==> src/shared/mie_pkg.sv <==
// Shared constants, opcodes and carrier types of the instruction execution core
package mie_pkg;
   // Datapath widths and depths
   localparam int DATA_W = 8;
   localparam int MADDR_W = 7;
   localparam int PC_W = 10;
   localparam int ROM_W = 14;
   localparam int TABLE_UPPER_BYTE_W = ROM_W - DATA_W;
   localparam int MEM_DEPTH = 128;
   localparam int STACK_DEPTH = 4;
   localparam int SP_W = 2;
   localparam logic [1:0] PAGE_LAST = 2'h3;
   // Register byte offsets on the AXI4-Lite port
   localparam logic [7:0] REG_INSTR = 8'h00;
   localparam logic [7:0] REG_ACC = 8'h04;
   localparam logic [7:0] REG_STATUS = 8'h08;
   localparam logic [7:0] REG_TABLE_UPPER_BYTE = 8'h0C;
   localparam logic [7:0] REG_PC = 8'h10;
   localparam logic [7:0] REG_STATE = 8'h14;
   localparam logic [7:0] REG_MPTR = 8'h18;
   localparam logic [7:0] REG_MDATA = 8'h1C;
   // Reset values
   localparam logic [7:0] ACC_RST = 8'h00;
   localparam logic [7:0] STATUS_RST = 8'h00;
   localparam logic [9:0] PC_RST = 10'h000;
   // Field positions of the state register
   localparam int WAKE_BIT = 0;
   localparam int SLEEP_BIT = 0;
   localparam int SKIP_BIT = 1;
   localparam int BUSY_BIT = 2;
   localparam int ARM_LSB = 3;
   // Bus responses
   localparam logic [1:0] RESP_OKAY = 2'h0;
   localparam logic [1:0] RESP_SLVERR = 2'h2;

   // Operations, numbered in declaration order from zero
   typedef enum logic [5:0] {
      OP_NOP,
      OP_ROTATE_RIGHT_TO_ACC,
      OP_ROTATE_RIGHT_IN_PLACE,
      OP_ROTATE_RIGHT_VIA_CY_TO_ACC,
      OP_ROTATE_RIGHT_VIA_CY,
      OP_ROTATE_LEFT_TO_ACC,
      OP_ROTATE_LEFT_IN_PLACE,
      OP_ROTATE_LEFT_VIA_CY_TO_ACC,
      OP_ROTATE_LEFT_VIA_CY,
      OP_TRANSFER_MEM_TO_ACC,
      OP_TRANSFER_ACC_TO_MEM,
      OP_TRANSFER_IMM_TO_ACC,
      OP_BIT_CLEAR,
      OP_BIT_SET,
      OP_UNCONDITIONAL_BRANCH,
      OP_SUBROUTINE_ENTRY,
      OP_SUBROUTINE_EXIT,
      OP_SUBROUTINE_EXIT_IMM,
      OP_SKIP_ON_NULL,
      OP_SKIP_ON_NULL_COPY_ACC,
      OP_SKIP_ON_BIT_CLEAR,
      OP_SKIP_ON_BIT_SET,
      OP_INCREMENT_SKIP_ON_NULL,
      OP_DECREMENT_SKIP_ON_NULL,
      OP_INCREMENT_SKIP_ON_NULL_TO_ACC,
      OP_DECREMENT_SKIP_ON_NULL_TO_ACC,
      OP_TABLE_FETCH_CURRENT_PAGE,
      OP_TABLE_FETCH_FINAL_PAGE,
      OP_WATCHDOG_CLEAR_OP,
      OP_WATCHDOG_PRECLEAR_ONE,
      OP_WATCHDOG_PRECLEAR_TWO,
      OP_HALT,
      OP_NIBBLE_EXCHANGE,
      OP_NIBBLE_EXCHANGE_TO_ACC,
      OP_SUM_WITH_CY_TO_ACC,
      OP_SUM_WITH_CY_TO_MEMORY,
      OP_SUM_TO_ACC
   } mie_op_t;

   // Instruction word as written to the instruction register
   typedef struct packed {
      logic [1:0] rsvTop;
      mie_op_t op;
      logic rsvA;
      logic [2:0] bitSel;
      logic rsvB;
      logic [6:0] memAddr;
      logic [1:0] rsvC;
      logic [9:0] operand;
   } mie_instr_t;

   // Status flags, most significant first
   typedef struct packed {
      logic generalFlagTwo;
      logic generalFlagOne;
      logic watchdogExpiredFlag;
      logic sleepEnteredFlag;
      logic ov;
      logic z;
      logic ac;
      logic cy;
   } mie_status_t;

   typedef enum logic {ST_READY, ST_TABLE} mie_state_t;
endpackage

==> src/mie_exec_core.sv <==
// Instruction execution core with its AXI4-Lite register port
//
// The address map and the AXI4-Lite interface to the registers were chosen for this implementation.
`timescale 1ns/10ps
// Summary of operation
// [RQ1] Plain rotates move memory byte one place to acc or memory; flags kept.
// [RQ2] Rotates through carry rotate nine bits; only carry changes.
// [RQ3] Transfers copy acc to memory, memory to acc, immediate to acc; flags kept.
// [RQ4] Loading acc from memory leaves the zero flag alone.
// [RQ5] Bit clear and set force one selected bit 0..7; flags kept.
// [RQ6] Branch and subroutine entry carry a 10-bit target address.
// [RQ7] Memory operands use the 7-bit address field.
// [RQ8] Immediates are 8 bits taken straight from the instruction.
// [RQ9] Bit-test skips skip when bit is zero, or one; flags kept.
// [RQ10] Increment or decrement skips store result, skip on zero; flags kept.
// [RQ11] Skip-on-null with copy loads acc and skips on zero byte.
// [RQ12] Exit with immediate restores return address and loads acc.
// [RQ13] Table fetch reads ROM word: low byte to memory, upper bits to table byte.
// [RQ14] Halt enters power-down and updates watchdog-expired and sleep flags.
// [RQ15] Nibble exchange swaps halves into memory or acc; flags kept.
// [RQ16] Sum with carry to acc updates overflow, zero, half and full carry.
// [RQ17] Sum with carry to memory updates the same four flags only.
// [RQ18] Plain sum to acc updates the same four flags only.
// [RQ19] A met skip turns the next instruction into a no-operation.
// [RQ20] Pre-clear operations clear the watchdog only when both run back to back.
module mie_exec_core
   import mie_pkg::*;
(
   input wire logic clk_sys,
   input wire logic rst,
   input wire logic [7:0] s_axi_awaddr,
   input wire logic s_axi_awvalid,
   output logic s_axi_awready,
   input wire logic [31:0] s_axi_wdata,
   input wire logic [3:0] s_axi_wstrb,
   input wire logic s_axi_wvalid,
   output logic s_axi_wready,
   output logic [1:0] s_axi_bresp,
   output logic s_axi_bvalid,
   input wire logic s_axi_bready,
   input wire logic [7:0] s_axi_araddr,
   input wire logic s_axi_arvalid,
   output logic s_axi_arready,
   output logic [31:0] s_axi_rdata,
   output logic [1:0] s_axi_rresp,
   output logic s_axi_rvalid,
   input wire logic s_axi_rready,
   output logic [PC_W-1:0] romAddr,
   input wire logic [ROM_W-1:0] romData,
   output logic sleepMode,
   output logic wdtClear
);
   logic [DATA_W-1:0] mem_q [MEM_DEPTH];
   logic [PC_W-1:0] stack_q [STACK_DEPTH];
   logic [DATA_W-1:0] acc_q, accD;
   mie_status_t flag_q, flagD, addFl;
   logic [PC_W-1:0] pc_q, pcD, romAddr_q;
   logic [SP_W-1:0] sp_q;
   logic [TABLE_UPPER_BYTE_W-1:0] table_upper_byte_q;
   logic [MADDR_W-1:0] mptr_q, tabAddr_q;
   logic [1:0] wdtArm_q, armD;
   logic skipPending_q, skipD, sleep_q, wdtClear_q, wdtD;
   mie_state_t state_q;
   logic bValid_q, rValid_q;
   logic [1:0] bResp_q, rResp_q;
   logic [31:0] rData_q;
   mie_instr_t ins;
   mie_op_t opEff;
   logic [7:0] wIdx;
   logic wrGo, arGo, exe, memWe, pushEn, popEn, tabGo, haltGo, cin;
   logic swAcc, swStat, swState, swMptr, swMdata;
   logic [DATA_W-1:0] memRd, memWd, bitMask, incV, decV;
   logic [8:0] sum9;
   logic [4:0] sum5;

   // Word-aligned register offset of a byte address
   function automatic logic [7:0] wordAddr(input logic [7:0] a);
      return {a[7:2], 2'b00};
   endfunction

   // Every word up to the memory data port is decoded
   function automatic logic isMapped(input logic [7:0] a);
      return wordAddr(a) <= REG_MDATA;
   endfunction

   // Write channel: address and data are taken together, never during a table fetch
   assign wrGo = s_axi_awvalid && s_axi_wvalid && !bValid_q && (state_q == ST_READY);
   assign s_axi_awready = wrGo;
   assign s_axi_wready = wrGo;
   assign wIdx = wordAddr(s_axi_awaddr);
   assign ins = mie_instr_t'(s_axi_wdata);

   // Register strobes; narrow registers need only the low byte lane
   assign exe = wrGo && (wIdx == REG_INSTR) && (&s_axi_wstrb) && !sleep_q;
   assign swAcc = wrGo && (wIdx == REG_ACC) && s_axi_wstrb[0];
   assign swStat = wrGo && (wIdx == REG_STATUS) && s_axi_wstrb[0];
   assign swState = wrGo && (wIdx == REG_STATE) && s_axi_wstrb[0];
   assign swMptr = wrGo && (wIdx == REG_MPTR) && s_axi_wstrb[0];
   assign swMdata = wrGo && (wIdx == REG_MDATA) && s_axi_wstrb[0];

   // A pending skip replaces the next instruction by a no-operation
   assign opEff = skipPending_q ? OP_NOP : ins.op; // [RQ19]

   // Operand fetch from the 7-bit addressed data memory
   assign memRd = mem_q[ins.memAddr]; // [RQ7]
   assign bitMask = 8'h01 << ins.bitSel; // [RQ5]
   assign incV = memRd + 8'h01;
   assign decV = memRd - 8'h01;

   // Adder; carry enters only for the with-carry forms
   assign cin = flag_q.cy && (opEff inside {OP_SUM_WITH_CY_TO_ACC, OP_SUM_WITH_CY_TO_MEMORY});
   assign sum9 = {1'b0, acc_q} + {1'b0, memRd} + {8'h00, cin};
   assign sum5 = {1'b0, acc_q[3:0]} + {1'b0, memRd[3:0]} + {4'h0, cin};

   // Arithmetic flags; general, watchdog and sleep flags pass through
   always_comb begin
      addFl = flag_q;
      addFl.cy = sum9[8];
      addFl.ac = sum5[4];
      addFl.z = (sum9[7:0] == 8'h00);
      addFl.ov = (acc_q[7] == memRd[7]) && (sum9[7] != acc_q[7]);
   end

   // Next architectural state for the instruction on the write channel
   always_comb begin
      accD = acc_q;
      flagD = flag_q;
      memWe = 1'b0;
      memWd = memRd;
      skipD = 1'b0;
      pcD = pc_q + 10'h001;
      pushEn = 1'b0;
      popEn = 1'b0;
      tabGo = 1'b0;
      haltGo = 1'b0;
      wdtD = 1'b0;
      armD = 2'b00;
      case (opEff)
         OP_ROTATE_RIGHT_TO_ACC: accD = {memRd[0], memRd[7:1]}; // [RQ1]
         OP_ROTATE_RIGHT_IN_PLACE: begin
            memWe = 1'b1;
            memWd = {memRd[0], memRd[7:1]}; // [RQ1]
         end
         OP_ROTATE_LEFT_TO_ACC: accD = {memRd[6:0], memRd[7]}; // [RQ1]
         OP_ROTATE_LEFT_IN_PLACE: begin
            memWe = 1'b1;
            memWd = {memRd[6:0], memRd[7]}; // [RQ1]
         end
         OP_ROTATE_RIGHT_VIA_CY_TO_ACC: begin
            accD = {flag_q.cy, memRd[7:1]}; // [RQ2]
            flagD.cy = memRd[0];
         end
         OP_ROTATE_RIGHT_VIA_CY: begin
            memWe = 1'b1;
            memWd = {flag_q.cy, memRd[7:1]}; // [RQ2]
            flagD.cy = memRd[0];
         end
         OP_ROTATE_LEFT_VIA_CY_TO_ACC: begin
            accD = {memRd[6:0], flag_q.cy}; // [RQ2]
            flagD.cy = memRd[7];
         end
         OP_ROTATE_LEFT_VIA_CY: begin
            memWe = 1'b1;
            memWd = {memRd[6:0], flag_q.cy}; // [RQ2]
            flagD.cy = memRd[7];
         end
         // Zero flag deliberately untouched on the memory load
         OP_TRANSFER_MEM_TO_ACC: accD = memRd; // [RQ3] [RQ4]
         OP_TRANSFER_ACC_TO_MEM: begin
            memWe = 1'b1;
            memWd = acc_q; // [RQ3]
         end
         OP_TRANSFER_IMM_TO_ACC: accD = ins.operand[7:0]; // [RQ3] [RQ8]
         OP_BIT_CLEAR: begin
            memWe = 1'b1;
            memWd = memRd & ~bitMask; // [RQ5]
         end
         OP_BIT_SET: begin
            memWe = 1'b1;
            memWd = memRd | bitMask; // [RQ5]
         end
         OP_UNCONDITIONAL_BRANCH: pcD = ins.operand; // [RQ6]
         OP_SUBROUTINE_ENTRY: begin
            pushEn = 1'b1;
            pcD = ins.operand; // [RQ6]
         end
         OP_SUBROUTINE_EXIT: begin
            popEn = 1'b1;
            pcD = stack_q[sp_q - 2'h1];
         end
         OP_SUBROUTINE_EXIT_IMM: begin
            popEn = 1'b1;
            pcD = stack_q[sp_q - 2'h1]; // [RQ12]
            accD = ins.operand[7:0]; // [RQ12] [RQ8]
         end
         OP_SKIP_ON_NULL: skipD = (memRd == 8'h00);
         OP_SKIP_ON_NULL_COPY_ACC: begin
            accD = memRd; // [RQ11]
            skipD = (memRd == 8'h00); // [RQ11]
         end
         OP_SKIP_ON_BIT_CLEAR: skipD = !memRd[ins.bitSel]; // [RQ9]
         OP_SKIP_ON_BIT_SET: skipD = memRd[ins.bitSel]; // [RQ9]
         OP_INCREMENT_SKIP_ON_NULL: begin
            memWe = 1'b1;
            memWd = incV; // [RQ10]
            skipD = (incV == 8'h00);
         end
         OP_DECREMENT_SKIP_ON_NULL: begin
            memWe = 1'b1;
            memWd = decV; // [RQ10]
            skipD = (decV == 8'h00);
         end
         OP_INCREMENT_SKIP_ON_NULL_TO_ACC: begin
            accD = incV; // [RQ10]
            skipD = (incV == 8'h00);
         end
         OP_DECREMENT_SKIP_ON_NULL_TO_ACC: begin
            accD = decV; // [RQ10]
            skipD = (decV == 8'h00);
         end
         OP_TABLE_FETCH_CURRENT_PAGE, OP_TABLE_FETCH_FINAL_PAGE: tabGo = 1'b1; // [RQ13]
         OP_WATCHDOG_CLEAR_OP: begin
            wdtD = 1'b1;
            flagD.watchdogExpiredFlag = 1'b0;
            flagD.sleepEnteredFlag = 1'b0;
         end
         // A lone pre-clear only arms; the partner must follow at once
         OP_WATCHDOG_PRECLEAR_ONE: begin
            wdtD = wdtArm_q[1]; // [RQ20]
            armD = wdtArm_q[1] ? 2'b00 : 2'b01;
            if (wdtArm_q[1]) begin
               flagD.watchdogExpiredFlag = 1'b0;
               flagD.sleepEnteredFlag = 1'b0;
            end
         end
         OP_WATCHDOG_PRECLEAR_TWO: begin
            wdtD = wdtArm_q[0]; // [RQ20]
            armD = wdtArm_q[0] ? 2'b00 : 2'b10;
            if (wdtArm_q[0]) begin
               flagD.watchdogExpiredFlag = 1'b0;
               flagD.sleepEnteredFlag = 1'b0;
            end
         end
         OP_HALT: begin
            haltGo = 1'b1; // [RQ14]
            wdtD = 1'b1;
            flagD.watchdogExpiredFlag = 1'b0; // [RQ14]
            flagD.sleepEnteredFlag = 1'b1; // [RQ14]
         end
         OP_NIBBLE_EXCHANGE: begin
            memWe = 1'b1;
            memWd = {memRd[3:0], memRd[7:4]}; // [RQ15]
         end
         OP_NIBBLE_EXCHANGE_TO_ACC: accD = {memRd[3:0], memRd[7:4]}; // [RQ15]
         OP_SUM_WITH_CY_TO_ACC, OP_SUM_TO_ACC: begin
            accD = sum9[7:0]; // [RQ16] [RQ18]
            flagD = addFl;
         end
         OP_SUM_WITH_CY_TO_MEMORY: begin
            memWe = 1'b1;
            memWd = sum9[7:0]; // [RQ17]
            flagD = addFl;
         end
         default: ;
      endcase
   end

   // Accumulator and flags; watchdog and sleep flags are not software writable
   always_ff @(posedge clk_sys or posedge rst) begin
      if (rst) begin
         acc_q <= ACC_RST;
         flag_q <= STATUS_RST;
      end else if (exe) begin
         acc_q <= accD;
         flag_q <= flagD;
      end else if (swAcc) begin
         acc_q <= s_axi_wdata[7:0];
      end else if (swStat) begin
         flag_q <= {s_axi_wdata[7:6], flag_q.watchdogExpiredFlag, flag_q.sleepEnteredFlag, s_axi_wdata[3:0]};
      end
   end

   // Program counter and four-deep return stack; deeper nesting wraps silently
   always_ff @(posedge clk_sys or posedge rst) begin
      if (rst) begin
         pc_q <= PC_RST;
         sp_q <= '0;
      end else if (exe) begin
         pc_q <= pcD;
         if (pushEn) begin
            sp_q <= sp_q + 2'h1;
         end else if (popEn) begin
            sp_q <= sp_q - 2'h1;
         end
      end
   end

   // Return addresses hold data only, so they need no reset
   always_ff @(posedge clk_sys) begin
      if (exe && pushEn) begin
         stack_q[sp_q] <= pc_q + 10'h001;
      end
   end

   // Skip, watchdog pairing and its clear pulse
   always_ff @(posedge clk_sys or posedge rst) begin
      if (rst) begin
         skipPending_q <= 1'b0;
         wdtArm_q <= 2'b00;
         wdtClear_q <= 1'b0;
      end else begin
         wdtClear_q <= exe && wdtD; // [RQ20]
         if (exe) begin
            skipPending_q <= skipD; // [RQ19]
            wdtArm_q <= armD;
         end
      end
   end

   // Power-down: instructions are dropped until software wakes the core
   always_ff @(posedge clk_sys or posedge rst) begin
      if (rst) begin
         sleep_q <= 1'b0;
      end else if (exe && haltGo) begin
         sleep_q <= 1'b1; // [RQ14]
      end else if (swState && s_axi_wdata[WAKE_BIT]) begin
         sleep_q <= 1'b0;
      end
   end

   // Table fetch takes one extra cycle for the registered ROM address
   always_ff @(posedge clk_sys or posedge rst) begin
      if (rst) begin
         state_q <= ST_READY;
         romAddr_q <= PC_RST;
         tabAddr_q <= '0;
         table_upper_byte_q <= '0;
      end else begin
         case (state_q)
            ST_READY: begin
               if (exe && tabGo) begin
                  romAddr_q <= {(opEff == OP_TABLE_FETCH_FINAL_PAGE) ? PAGE_LAST : pc_q[PC_W-1:DATA_W], acc_q};
                  tabAddr_q <= ins.memAddr;
                  state_q <= ST_TABLE;
               end
            end
            ST_TABLE: begin
               table_upper_byte_q <= romData[ROM_W-1:DATA_W]; // [RQ13]
               state_q <= ST_READY;
            end
            default: state_q <= ST_READY;
         endcase
      end
   end

   // Software memory pointer
   always_ff @(posedge clk_sys or posedge rst) begin
      if (rst) begin
         mptr_q <= '0;
      end else if (swMptr) begin
         mptr_q <= s_axi_wdata[MADDR_W-1:0];
      end
   end

   // Data memory; the three writers never coincide
   always_ff @(posedge clk_sys) begin
      if (state_q == ST_TABLE) begin
         mem_q[tabAddr_q] <= romData[DATA_W-1:0]; // [RQ13]
      end else if (exe && memWe) begin
         mem_q[ins.memAddr] <= memWd;
      end else if (swMdata) begin
         mem_q[mptr_q] <= s_axi_wdata[DATA_W-1:0];
      end
   end

   // Write response; unmapped words answer with a slave error
   always_ff @(posedge clk_sys or posedge rst) begin
      if (rst) begin
         bValid_q <= 1'b0;
         bResp_q <= RESP_OKAY;
      end else if (wrGo) begin
         bValid_q <= 1'b1;
         bResp_q <= isMapped(s_axi_awaddr) ? RESP_OKAY : RESP_SLVERR;
      end else if (s_axi_bready) begin
         bValid_q <= 1'b0;
      end
   end

   // Read channel: one read at a time, data registered
   assign arGo = s_axi_arvalid && !rValid_q;
   assign s_axi_arready = arGo;
   always_ff @(posedge clk_sys or posedge rst) begin
      if (rst) begin
         rValid_q <= 1'b0;
         rResp_q <= RESP_OKAY;
         rData_q <= 32'h0000_0000;
      end else if (arGo) begin
         rValid_q <= 1'b1;
         rResp_q <= isMapped(s_axi_araddr) ? RESP_OKAY : RESP_SLVERR;
         case (wordAddr(s_axi_araddr))
            REG_ACC: rData_q <= {24'h00_0000, acc_q};
            REG_STATUS: rData_q <= {24'h00_0000, flag_q};
            REG_TABLE_UPPER_BYTE: rData_q <= {26'h000_0000, table_upper_byte_q};
            REG_PC: rData_q <= {22'h00_0000, pc_q};
            REG_STATE: rData_q <= {27'h000_0000, wdtArm_q, state_q == ST_TABLE, skipPending_q, sleep_q};
            REG_MPTR: rData_q <= {25'h000_0000, mptr_q};
            REG_MDATA: rData_q <= {24'h00_0000, mem_q[mptr_q]};
            default: rData_q <= 32'h0000_0000;
         endcase
      end else if (s_axi_rready) begin
         rValid_q <= 1'b0;
      end
   end

   assign s_axi_bvalid = bValid_q;
   assign s_axi_bresp = bResp_q;
   assign s_axi_rvalid = rValid_q;
   assign s_axi_rresp = rResp_q;
   assign s_axi_rdata = rData_q;
   assign romAddr = romAddr_q;
   assign sleepMode = sleep_q;
   assign wdtClear = wdtClear_q;
endmodule

==> config.mk <==
export PLATFORM = sky130hd
export DESIGN_NAME = mie_exec_core
export DESIGN_NICKNAME = d
export VERILOG_FILES = /design/src/shared/mie_pkg.sv /design/src/mie_exec_core.sv
export SDC_FILE = /design/constraint.sdc
export NUM_CORES = 2
export LEC_CHECK = 0
export BUFFER_PORTS_ARGS = -buffer_cell sky130_fd_sc_hd__buf_4
export CORE_MARGIN = 8
export CORE_UTILIZATION = 66
export DETAILED_ROUTE_END_ITERATION = 10
export HOLD_SLACK_MARGIN = 0.1
export PLACE_DENSITY = 0.83
export SLEW_MARGIN = 40
export SYNTH_ARGS = -nofsm -noshare
export SYNTH_HDL_FRONTEND = slang
export SYNTH_SLANG_ARGS = --single-unit
==> constraint.sdc <==
create_clock -name clk_sys -period 16.9 [get_ports clk_sys]
set_input_delay 1.69 -clock clk_sys [delete_from_list [all_inputs] [get_ports clk_sys]]
set_output_delay 1.69 -clock clk_sys [all_outputs]
set_load 0.03 [all_outputs]
Word level (Yosys, flattened, before mapping). Memories as Yosys holds them, arrays and structs flattened. Index checks and enable logic that the tools add are counted. Widths: inputs -> output; s select.

Memory bits (writable): 1064. Register bits: 102. Logic and storage cells: 225. Memories kept: 2. Bits in read-only memories: 0. Bits in latches: 0.

Memory list: mem_q (depth 128, bits a word 8, rd ports 2, clocked after memory_dff 0, write ports 1, line mie_exec_core.sv:53) `logic [DATA_W-1:0] mem_q [MEM_DEPTH];`; stack_q (depth 4, bits a word 10, rd ports 1, clocked after memory_dff 0, write ports 1, line mie_exec_core.sv:54) `logic [PC_W-1:0] stack_q [STACK_DEPTH];`.

Order comparisons: 3. Multipliers: 0. Bitwise operators: 6. Reductions and logical operators: 66. Equal/unequal tests: 56. Add/sub/neg operators: 9. Divide/modulo/power cells: 0. Mux-type cells: 57. Shift-type cells: 1.

Operators by type and width (number): $eq 6x5->1 const B (16); $pmux 8 s11 (1); $pmux 8 s10 (1); $pmux 10 s7 (1); $eq 6x3->1 const B (11); $eq 6x4->1 const B (8); $logic_not 8->1 (5); $mux 8 (4); $eq 6x2->1 const B (5); $eq 6x6->1 const B (5); $mux 1 (27); $logic_and 1x1->1 (25); $reduce_or 2->1 (12); $pmux 10 s2 (1); $eq 6x1->1 const B (3); $mux 6 (3); $le 8x5->1 const B (2); $mux 2 (8); $reduce_or 8->1 (2); $mux 7 (2); $reduce_bool 2->1 (7); $ne 11x3->1 const B (1); $reduce_or 11->1 (1); $add 10x1->10 const B (1); other kinds (32) (46).

Depth between registers and ports, before layout.
Depth after elaboration: 13. Gate-level depth with buffers: 20. Depth with buffers taken out: 16.

Least setup slack after synthesis. No wires, ideal clock.

Kind: in2reg. Start point: input s_axi_wdata[14]. End point: memory mem_q[0][5], data pin. Arrival time: 11.072 ns. Setup slack: 4.602 ns. Required time: 15.673 ns. Path buffers: 4. Cell stages on the path: 20. Setup time: 1.227 ns. Cells stage by stage: clkbuf_1 -> clkbuf_1 -> clkbuf_1 -> mux4_2 -> mux4_2 -> mux4_2 -> mux2i_1 -> buf_2 -> inv_1 -> ha_1 -> nor2b_1 -> o21ai_0 -> a21boi_0 -> o21ai_0 -> a21oi_1 -> nor2_1 -> a221oi_1 -> o2111ai_1 -> a221oi_1 -> o31ai_1.

Cells in the longest elaborated chain, start to end: 6. Elaborated cells between the ends (all ways): 10. Those cells by class: add/sub (4); mux (3); bitwise (2); memory (1).

RTL lines: start: declaration (line mie_exec_core.sv:34) `input wire logic [31:0] s_axi_wdata,`; $mem_v2 128x8 *; $add 8x8->9 (line mie_exec_core.sv:112) `assign sum9 = {1'b0, acc_q} + {1'b0, memRd} + {8'h00, cin};`; $add 9x1->9 (line mie_exec_core.sv:112); $pmux 8 s11 * (line mie_exec_core.sv:138) `case (opEff)`; $mux 8 (no source line) * (2 in series); end: declaration (line mie_exec_core.sv:53).

Mark *: on every way between the ends. The rest lies on a longest branch, timed or not.

Final worst setup path.
Start point: input s_axi_wdata[12]. End point: memory mem_q[81][7], data pin.

The elaborated chain is that of the path after synthesis.

==> flow_summary.ini <==
[power]
power.total_uw = 6180
p_per_area_nw_per_um2 = 101
p_leak_uw = 0.0188
vdd_ir_drop_max_uv = 119
p_clk_frac = 0.414
seqPwrFrac = 0.501
switching_share = 0.235
p_int_uw = 4730
switchingPower_uw = 1460
comb_power_share = 0.085

[route]
wire_per_inst_um = 41.5
ant_nets = 0
drcViolationCount = 0
vias = 33800
viasPerCell = 8.14
wl_um = 172000
drtIter0Drc = 5579
drtPass1Iterations = 8

[floorplan]
start_util = 0.664
core_um2 = 83300
rows = 106
die_w_um = 306
die_area_um2 = 93400
pin_count = 126
fp.dieH_um = 306

[setup_path]
critPathLaunchType = input port
r2r_slack_ns = 10.31
worstRegToRegCells = 18
timing.rr.end = mem_q[81][7]$_DFFE_PP_
endpoint_kind = flip-flop
r2r-start = mem_q[95][1]$_DFFE_PP_
path_class = input port to flip-flop
arrival_ns = 8.76
cp_data_required_time_ns = 17.15
cp_max_fo = 127

[logic_synthesis]
synth_ff_type = edfxtp_1
synth_edf_count = 1064
yosysWarnings = 0
synthArstFlopShare = 0.0675
synth_seq_cells = 1141
yosysTopAreaCell = edfxtp_1
yosysMostFrequentCell = edfxtp_1
synthCells = 2911
synth_area_um2 = 55300
synth_area_leaders = edfxtp_1 (58%), mux4_2 (28%), dfrtp_1 (3.5%), nor2_1 (1.5%), clkbuf_1 (0.85%)
synth.yosys.seq_area_share = 0.612
synthTopCellsByCount = edfxtp_1 (1064), mux4_2 (682), nor2_1 (215)
avgSynthCellArea_um2 = 19.0
yosysTopAreaCellShare = 0.577
ys_types = 73

[clock_tree]
cts_num_sinks = 1141
htreeDepth = 3
cts_max_path_buffers = 3
insertion_delay_ns = 0.72
post_cts_buffers = 0
cts.hold.buffers_added = 0
ctsRootBufferMaster = clkbuf_16
cts_resized = 0
clk_pin_slew_ns = 0.06
cts_tree = done
cts_buffers = 113

[sta]
setup_viol = 0
clock_skew_ns = 0.0369
finalSetupTns_ns = 0
period_share = 0.504
worstMarginPinSlew_ns = 0.998
fmax_ghz = 0.117
rsz0062_at_grt = no
drv_slew = 0
slew_headroom = 0.335
fin_crit_ns = 8.51
hold_violations = 0
finalWorstSetupSlack_ns = 8.39

[final_layout]
multiInputGateArea_um2 = 20800
final_nets = 3066
fillers = 4435
register_area_um2 = 33900
layout-drive-gt1-share = 0.395
syn_to_final_growth_pct = 10.9
final_cell_count_no_fill = 4152

[worst_hold_path]
hold_end = s_axi_rdata[8]$_DFFE_PP0P_
hold_depth = 2
min_path_type = flip-flop to flip-flop
holdCritStartpoint = s_axi_rdata[8]$_DFFE_PP0P_

[global_route]
grt_max_degree = 149
grt_use_total = 0.369
first_global_vias = 34000
overflow = 0
antenna_found_initial = 14
grt_pass1_wl_um = 248000

[run]
max_cap_violations = 0

[placement]
place_congestion = 0.941
hpwl_um = 101000
dp_slack_ns = 7.79
io_buffers = 91
dp.cells = 3933

[status]
status = complete, no violations
[routing by layer]
layer	GRT usage	up-vias	routed length, um
li1	-	12500	-
met1	0.478	17100	54800
met2	0.567	3417	80400
met5	0	-	88
met3	0.122	741	25800
met4	0.183	14	11200
[power groups by stage]
stage	logic [uW]	clock network [uW]	registers, uW
finish	526	2560	3100
global route	541	2650	3100
CTS	505	2560	3100
detailed placement	496	0	3160
global placement	478	0	3160
floorplan	335	0	3160
[per-stage QoR]
| step | cell area, um^2 | utilization | hold slack, ns |
|---|---|---|---|
| after floorplan | 55400 | - | 0.451 |
| after global placement | 56900 | 0.683 | 0.456 |
| after detailed placement | 57400 | 0.690 | 0.463 |
| after CTS | 61100 | 0.734 | 0.490 |
| after global routing | 61400 | 0.737 | 0.509 |
| final | 61400 | 0.737 | 0.481 |
[kinds of logic after synthesis]
kind of cell	count (synthesis)	synth area share
other cells	1	0.0000678
compound gates	243	0.0290
buf+inv	269	0.0231
simple gates	478	0.0391
fa+ha+maj	18	0.00434
mux	736	0.288
xor+xnor	25	0.00396
flops	1141	0.612
[worst max-delay path, cell delays in order]
cell	delay (ns)
buf_8	0.38
buf_12	0.42
buf_16	0.47
mux4_2	0.60
mux4_2	0.54
mux4_2	0.57
mux2i_2	0.19
buf_4	0.30
inv_1	0.13
ha_1	0.28
nor2b_1	0.12
o21ai_0	0.23
a21boi_0	0.17
o21ai_0	0.29
a21oi_1	0.15
o21a_1	0.21
or2_2	0.31
xor2_1	0.19
a2111oi_1	0.66
o21ai_4	0.15
clkbuf_8	0.45
[final cells by class]
class / count / share of cell area
sequential: 1141 / 0.552
multi-input combinational: 1524 / 0.338
clock buffer: 142 / 0.0489
timing repair buffer: 162 / 0.0249
tap: 1080 / 0.0220
clock inverter: 68 / 0.0112
inverter: 33 / 0.00204
antenna: 2 / 0.0000816
[cells in the final DEF (no fill, tap or decap), types with 18 or more instances in the layout]
master,count
o22ai_1,18
clkbuf_16,115
clkbuf_1,25
mux2i_1,18
conb_1,24
a21oi_1,46
nand3_1,32
clkinv_1,19
edfxtp_1,1064
o21ai_0,50
buf_4,126
nor3_1,25
inv_1,28
nor2_1,91
nand2_1,107
mux2_2,31
nor2_2,124
dfrtp_1,72
mux4_2,682
[sequential cells by signal, summed over array words and instances, names as in the netlist, 2 cells and up]
name,count
s_axi_rdata,10
acc_q,8
flag_q,4
wdtArm_q,2
stack_q,40
romAddr,10
addFl,3
pc_q,10
mptr_q,7
tabAddr_q,7
table_upper_byte_q,6
mem_q,1024
sp_q,2
[how the worst max path moves through the flow]
stage,end,slack (ns),start
2_1_floorplan,mem_q[0][5]$_DFFE_PP_,4.60,s_axi_wdata[14]
3_3_place_gp,mem_q[91][5]$_DFFE_PP_,7.17,s_axi_wdata[12]
3_5_place_dp,mem_q[40][6]$_DFFE_PP_,7.79,s_axi_wdata[12]
4_1_cts,mem_q[99][6]$_DFFE_PP_,8.47,s_axi_wdata[14]
5_1_grt,mem_q[81][7]$_DFFE_PP_,8.12,s_axi_wdata[12]
6_report,mem_q[81][7]$_DFFE_PP_,8.39,s_axi_wdata[12]
Power figures use the tool's default switching activity.
